[config.mk]
export PLATFORM = sky130hd
export DESIGN_NAME = sleep_wakeup_controller
export DESIGN_NICKNAME = d
export VERILOG_FILES = /design/src/hdl/sleep_wake_pkg.sv /design/src/hdl/osc_startup_counter.sv /design/src/hdl/sleep_wakeup_controller.sv
export VERILOG_INCLUDE_DIRS = /design/src /design/src/hdl
export SDC_FILE = /design/constraint.sdc
export NUM_CORES = 1
export LEC_CHECK = 0
export BUFFER_PORTS_ARGS = -buffer_cell sky130_fd_sc_hd__buf_2
export CAP_MARGIN = 10
export CORE_ASPECT_RATIO = 0.5
export CORE_MARGIN = 3
export CORE_UTILIZATION = 34
export CTS_CLUSTER_SIZE = 25
export DETAILED_ROUTE_END_ITERATION = 7
export GPL_ROUTABILITY_DRIVEN = 0
export PLACE_DENSITY = 0.63
export SLEW_MARGIN = 20
export SYNTH_ARGS = -nofsm -noshare
export SYNTH_HDL_FRONTEND = slang
export SYNTH_SLANG_ARGS = --single-unit
[constraint.sdc]
create_clock -name clk -period 2.15 [get_ports clk]
set_input_delay 0.3225 -clock clk [delete_from_list [all_inputs] [get_ports clk]]
set_output_delay 0.3225 -clock clk [all_outputs]
set_load 0.005 [all_outputs]
[src/hdl/sleep_wake_params.svh]
// timing constants and fixed values for the sleep/wake controller
// assumes inclusion by bare name from the package and design modules
`ifndef SLEEP_WAKE_PARAMS_SVH
`define SLEEP_WAKE_PARAMS_SVH
`define OST_PERIODS 1024
`define IRQ_VECTOR_ADDR 13'h0004
`define PC_WIDTH 13
`define NUM_WAKE_SRC 9
`define SRC_TIMER_ONE 0
`define SRC_CAPTURE 1
`define SRC_ADC 2
`define SRC_EEPROM 3
`define SRC_COMPARATOR 4
`define SRC_PORT_CHANGE 5
`define SRC_EDGE_IRQ 6
`define SRC_SERIAL_BREAK 7
`define SRC_TWO_WIRE 8
`define OSC_CRYSTAL_SLOW 3'h0
`define OSC_CRYSTAL_MEDIUM 3'h1
`define OSC_CRYSTAL_FAST 3'h2
`define OSC_EXTERNAL_CLOCK 3'h3
`define OSC_RESISTOR_CAP 3'h4
`endif

[src/hdl/sleep_wake_pkg.sv]
// types for the sleep/wake controller
// assumes sleep_wake_params.svh is on the include path
`include "sleep_wake_params.svh"
package sleep_wake_pkg;
  typedef enum logic [2:0] {
    ST_RUN,
    ST_SLEEP_EXEC,
    ST_ASLEEP,
    ST_OST_WAIT,
    ST_RESUME
  } sleep_state_t;
  typedef logic [`NUM_WAKE_SRC-1:0] src_vec_t;
endpackage

[src/hdl/osc_startup_counter.sv]
// oscillator start-up counter, counts oscillator periods after wake
// assumes one oscillator period per clk cycle
`include "sleep_wake_params.svh"
module osc_startup_counter (
  input wire logic clk,
  input wire logic reset,
  input wire logic start,
  output logic done
);
  logic [10:0] count_reg;
  logic running_reg;
  always_ff @(posedge clk) begin
    if (reset || start) begin
      count_reg <= 11'h000;
    end else if (running_reg) begin
      count_reg <= count_reg + 11'h001;
    end
  end
  always_ff @(posedge clk) begin
    if (reset) begin
      running_reg <= 1'b0;
    end else if (start) begin
      running_reg <= 1'b1;
    end else if (count_reg == 11'(`OST_PERIODS - 1)) begin
      running_reg <= 1'b0;
    end
  end
  assign done = running_reg && (count_reg == 11'(`OST_PERIODS - 1));
endmodule

[src/hdl/sleep_wakeup_controller.sv]
// sleep entry and wake-up sequencing for the core
// assumes core pulses sleep_instr for one cycle and waits for resume
// Operation
// - wake on reset pin, watchdog time-out when enabled, or enabled interrupt
// - reset pin wake gives full reset; other wakes resume execution
// - power-down flag set at power-up, cleared on sleep entry
// - time-out flag cleared when watchdog time-out caused the wake
// - listed peripheral interrupts, with mode qualifiers, may wake the device
// - clocked peripherals cannot interrupt while asleep
// - next instruction prefetched while sleep executes
// - source wakes only with its own enable set, regardless of global enable
// - after interrupt wake run next instruction, then vector 0004h if enabled; code vectors in the resume cycle, before any instruction runs
// - pending enabled flag at the sleep instruction: sleep not entered, core keeps running; code sleeps on a timer one or ADC flag lacking its qualifier
// - watchdog cleared on interrupt and watchdog wakes; reset pin wake returns straight to run
// - interrupt pending before sleep makes sleep a no-operation; code sleeps on a timer one or ADC flag lacking its qualifier
// - interrupt during or after sleep: sleep completes, then wakes
// - crystal modes wait 1024 oscillator periods before resuming
// - sleep entry clears watchdog, clears power-down, sets time-out, osc off
// - watchdog held cleared until start-up delay expires
`include "sleep_wake_params.svh"
module sleep_wakeup_controller (
  input wire logic clk,
  input wire logic reset,
  input wire logic external_reset_pin_n,
  input wire logic sleep_instr,
  input wire logic watchdog_clear_instr,
  input wire logic watchdog_enabled,
  input wire logic watchdog_timeout,
  input wire logic global_irq_enable,
  input wire logic [`NUM_WAKE_SRC-1:0] irq_flag,
  input wire logic [`NUM_WAKE_SRC-1:0] irq_enable,
  input wire logic timer_one_async,
  input wire logic adc_on_internal_rc,
  input wire logic [2:0] osc_mode,
  input wire logic [`PC_WIDTH-1:0] pc,
  output logic wake_request,
  output logic core_halt,
  output logic device_reset,
  output logic osc_driver_on,
  output logic watchdog_clear,
  output logic powerdown_flag,
  output logic timeout_flag,
  output logic prefetch_en,
  output logic [`PC_WIDTH-1:0] prefetch_addr,
  output logic resume,
  output logic vector_take,
  output logic [`PC_WIDTH-1:0] vector_addr
);
  sleep_wake_pkg::sleep_state_t state_reg;
  sleep_wake_pkg::src_vec_t src_qual;
  logic pin_meta_reg;
  logic pin_sync_reg;
  logic irq_wake;
  logic ost_start;
  logic ost_done;
  logic vector_pending_reg;
  logic crystal;

  function automatic logic is_crystal(input logic [2:0] mode);
    is_crystal = (mode == `OSC_CRYSTAL_SLOW) || (mode == `OSC_CRYSTAL_MEDIUM) ||
      (mode == `OSC_CRYSTAL_FAST);
  endfunction

  always_ff @(posedge clk) begin
    if (reset) begin
      pin_meta_reg <= 1'b0;
      pin_sync_reg <= 1'b0;
    end else begin
      pin_meta_reg <= ~external_reset_pin_n;
      pin_sync_reg <= pin_meta_reg;
    end
  end

  // per-source qualification of wake capability
  genvar i;
  generate
    for (i = 0; i < `NUM_WAKE_SRC; i++) begin : g_src
      if (i == `SRC_TIMER_ONE) begin : g_t1
        assign src_qual[i] = irq_enable[i] & irq_flag[i] & timer_one_async;
      end else if (i == `SRC_ADC) begin : g_adc
        assign src_qual[i] = irq_enable[i] & irq_flag[i] & adc_on_internal_rc;
      end else begin : g_other
        assign src_qual[i] = irq_enable[i] & irq_flag[i];
      end
    end
  endgenerate

  assign irq_wake = |src_qual;
  // unclocked wake request, usable while clocks are stopped
  assign wake_request = irq_wake | ~external_reset_pin_n |
    (watchdog_enabled & watchdog_timeout);
  assign crystal = is_crystal(osc_mode);

  always_ff @(posedge clk) begin
    if (reset) begin
      state_reg <= sleep_wake_pkg::ST_RUN;
    end else begin
      case (state_reg)
        sleep_wake_pkg::ST_RUN: begin
          if (sleep_instr && !irq_wake) begin
            state_reg <= sleep_wake_pkg::ST_SLEEP_EXEC;
          end
        end
        sleep_wake_pkg::ST_SLEEP_EXEC: begin
          state_reg <= sleep_wake_pkg::ST_ASLEEP;
        end
        sleep_wake_pkg::ST_ASLEEP: begin
          if (pin_sync_reg) begin
            state_reg <= sleep_wake_pkg::ST_RUN;
          end else if (irq_wake || (watchdog_enabled && watchdog_timeout)) begin
            state_reg <= crystal ? sleep_wake_pkg::ST_OST_WAIT
              : sleep_wake_pkg::ST_RESUME;
          end
        end
        sleep_wake_pkg::ST_OST_WAIT: begin
          if (ost_done) begin
            state_reg <= sleep_wake_pkg::ST_RESUME;
          end
        end
        sleep_wake_pkg::ST_RESUME: begin
          state_reg <= sleep_wake_pkg::ST_RUN;
        end
        default: begin
          state_reg <= sleep_wake_pkg::ST_RUN;
        end
      endcase
    end
  end

  assign ost_start = (state_reg == sleep_wake_pkg::ST_ASLEEP) && !pin_sync_reg &&
    (irq_wake || (watchdog_enabled && watchdog_timeout)) && crystal;

  osc_startup_counter u_ost (
    .clk(clk),
    .reset(reset),
    .start(ost_start),
    .done(ost_done)
  );

  // cycles spent so far in the start-up wait, watched by the checks only
  logic [10:0] ost_wait_cnt_reg;
  always_ff @(posedge clk) begin
    if (reset || state_reg != sleep_wake_pkg::ST_OST_WAIT) begin
      ost_wait_cnt_reg <= 11'h000;
    end else begin
      ost_wait_cnt_reg <= ost_wait_cnt_reg + 11'h001;
    end
  end

  // status flags; power-up sets both
  always_ff @(posedge clk) begin
    if (reset) begin
      powerdown_flag <= 1'b1;
    end else if (watchdog_clear_instr) begin
      powerdown_flag <= 1'b1;
    end else if (state_reg == sleep_wake_pkg::ST_SLEEP_EXEC) begin
      powerdown_flag <= 1'b0;
    end
  end

  always_ff @(posedge clk) begin
    if (reset) begin
      timeout_flag <= 1'b1;
    end else if (watchdog_clear_instr || state_reg == sleep_wake_pkg::ST_SLEEP_EXEC) begin
      timeout_flag <= 1'b1;
    end else if (state_reg == sleep_wake_pkg::ST_ASLEEP && !irq_wake && !pin_sync_reg &&
        watchdog_enabled && watchdog_timeout) begin
      timeout_flag <= 1'b0;
    end
  end

  always_ff @(posedge clk) begin
    if (reset) begin
      vector_pending_reg <= 1'b0;
    end else if (state_reg == sleep_wake_pkg::ST_ASLEEP) begin
      vector_pending_reg <= irq_wake && global_irq_enable;
    end else if (state_reg == sleep_wake_pkg::ST_RUN) begin
      vector_pending_reg <= 1'b0;
    end
  end

  always_ff @(posedge clk) begin
    if (reset) begin
      prefetch_addr <= '0;
    end else if (sleep_instr) begin
      prefetch_addr <= pc + `PC_WIDTH'(1);
    end
  end

  assign prefetch_en = (state_reg == sleep_wake_pkg::ST_SLEEP_EXEC);
  assign core_halt = (state_reg != sleep_wake_pkg::ST_RUN) &&
    (state_reg != sleep_wake_pkg::ST_SLEEP_EXEC);
  assign device_reset = pin_sync_reg;
  assign osc_driver_on = (state_reg != sleep_wake_pkg::ST_ASLEEP);
  assign watchdog_clear = watchdog_clear_instr ||
    (state_reg == sleep_wake_pkg::ST_SLEEP_EXEC) ||
    (state_reg == sleep_wake_pkg::ST_OST_WAIT) ||
    (state_reg == sleep_wake_pkg::ST_RESUME);
  assign resume = (state_reg == sleep_wake_pkg::ST_RESUME);
  assign vector_take = resume && vector_pending_reg;
  assign vector_addr = `IRQ_VECTOR_ADDR;
endmodule
==> flow_metrics.py <==
metrics = {
    "synth": {
        "synth_area_per_cell_um2": 8.563,
        "seq_area_frac_synth_pct": 37.63,
        "synth.lib_cells_used.distinct": 45,
        "ys_top_cells_by_count": "dfxtp_1, nor2_1, nor3_1",
        "yosysMostFrequentCell": "dfxtp_1",
        "async_flop_share_pct": 0,
        "syn_area_um2": 1755,
        "synth_edf_count": 0,
        "synth-main-ff-cell": "dfxtp_1",
        "yosys.area.top_type": "dfxtp_1",
        "ys_ff_latch": 33,
        "synthCells": 205,
        "synth_top_area_share_pct": 37.63,
        "synth_area_leaders": "dfxtp_1, buf_4, xor2_1",
        "synth_warnings": 0,
    },
    "final_layout": {
        "nFillCells": 472,
        "final_nets": 315,
        "drive_above_1_share_pct": 31.11,
        "largest_reg_flops": 13,
        "finalNonFillerCells": 336,
        "antennaDiodeCount": 0,
        "syn_to_final_growth_pct": 25.59,
    },
    "placed_design": {
        "hpwl_um": 3061,
        "place_inst": 328,
        "io_buffers": 66,
        "dpl_worst_slack_ns": 0.2234,
    },
    "grt": {
        "grt_pass1_wl_um": 6720,
        "grtUsageTotal_pct": 13.70,
        "grt_start_max_net_pins": 32,
        "antenna_found_initial": 0,
        "grt_pass1_vias": 1463,
        "grt-ovfl-total": 0,
    },
    "clock_network": {
        "cts-buffers-inserted": 5,
        "cts_tree": "yes",
        "cts.sinks": 33,
        "cts_resized": 0,
        "ctsHoldBuffers": 0,
        "cts-htree-levels": 2,
        "post_cts_buffers": 0,
        "clk_latency_ns": 0.29,
        "clk_pin_slew_ns": 0.07,
        "root_buffer": "clkbuf_8",
        "clockBufferDepth": 2,
    },
    "timing": {
        "finalClockSkew_ns": 0.003685,
        "tns_ns": 0,
        "hold_viol_final": 0,
        "rsz0062_at_grt": "no",
        "fin_crit_ns": 1.815,
        "drv_slew": 0,
        "fmax_mhz": 551.0,
        "finalWorstSetupSlack_ns": 0.3351,
        "setup_viol": 0,
        "finalCritPeriodShare_pct": 84.41,
    },
    "route": {
        "drc": 0,
        "first_iter_violations": 61,
        "vias": 1682,
        "viasPerCell": 5.006,
        "ant_nets": 0,
        "wl_um": 4208,
        "firstDrtPassIters": 4,
        "wl_per_cell_um": 12.52,
    },
    "worst_setup_path": {
        "critPathMaxFanout": 10,
        "crit_slowest_cell": "or4b_4",
        "path_cells": "or4b_4, or4_4, a32o_1",
        "crit_path_start_kind": "register",
        "cp-end-kind": "register",
        "critPathKind": "reg2reg",
        "crit_family": "simple AND/OR/NAND/NOR gates",
        "worstPathRequired_ns": 2.33,
        "cpPeakStageDelay_ns": 0.55,
        "arrival_ns": 2.00,
        "path_buf_inv": 0,
    },
    "floorplanning": {
        "die_area_um2": 6114,
        "fp.coreArea_um2": 4679,
        "initial_core_util_pct": 37.51,
        "die_x_um": 107.6,
        "io_pins": 80,
        "rows": 17,
        "die_height_um": 56.81,
    },
    "min_path": {
        "min_path_type": "in2reg",
    },
    "run": {
        "drv_cap": 0,
    },
    "run_status": {
        "status": "finished, final reports clean",
    },
    "power": {
        "ir_drop_mv": 0.2329,
        "p_leak_nw": 0.9357,
        "p_per_area_nw_per_um2": 638.8,
    },
}
## stage by stage
| step | cell area (µm²) | total power (W) | hold slack [ns] | utilization (%) |
|---|---|---|---|---|
| finish | 2205 | 0.001408 | 0.2011 | 47.11 |
| global route | 2205 | 0.001476 | 0.1994 | 47.11 |
| CTS | 2205 | 0.001430 | 0.1941 | 47.11 |
| detailed placement | 2088 | 0.0008166 | 0.4303 | 44.63 |
| global placement | 2088 | 0.0008137 | 0.4174 | 44.63 |
| floorplan | 1797 | 0.0007489 | 0.3949 | - |
## kinds of logic (layout without fill, tap and decap cells)
kind of cell / count (synthesis) / after routing / share of synthesized area [%]
compound gates: 29 / 29 / 13.12
xor+xnor: 19 / 19 / 9.480
fa+ha+maj: 2 / 2 / 1.425
buf+inv: 24 / 78 / 8.197
flops: 33 / 33 / 37.63
mux: 2 / 2 / 1.140
other cells: 2 / 13 / 0.4278
simple gates: 94 / 94 / 28.58
## final cells by class
type	count	area [µm²]	area share, %
clock inverters	1	30.03	1.362
clock buffers	7	86.33	3.916
well taps	66	82.58	3.746
inverters	2	7.507	0.3405
flip-flops and latches	33	660.6	29.97
repair buffers	68	345.3	15.66
multi-input cells	159	992.2	45.01
## layer usage
metal	track usage (%)	up-vias	wire length, µm
li1	-	842	-
met1	17.61	763	1925
met2	21.02	72	1812
met3	5.396	5	421
met4	4.317	0	48
met5	0	-	0
## worst reg2reg max path, cell delays in order, from the launching register on
cell and delay, ns:
dfxtp_1 0.47, or4b_4 0.55, or4_4 0.44, a32o_1 0.25
## power breakdown
group | switching, W | internal [W]
sequential | 0.0000100 | 0.000631
clock | 0.000228 | 0.000378
combinational | 0.0000862 | 0.0000746
total | 0.000325 | 0.00108
## cells in the final DEF (no fill, tap or decap), types with 4 or more instances in the layout
master and n:
a211oi_1 10, buf_2 66, clkbuf_8 6, conb_1 13
dfxtp_1 33, nand2_1 14, nand3_1 9, nand4_1 8
nor2_1 21, nor3_1 15, nor4_1 4, xnor2_1 7
xor2_1 12
## worst paths after layout
check	cells past startpoint	end	slack, ns	from
min	2	pin_meta_reg	0.20	external_reset_pin_n
max	3	state_reg[0]	0.34	state_reg[1]
min reg2reg	1	device_reset	0.44	pin_meta_reg
max reg2reg	3	state_reg[0]	0.34	state_reg[1]
Power figures use the tool's default switching activity.
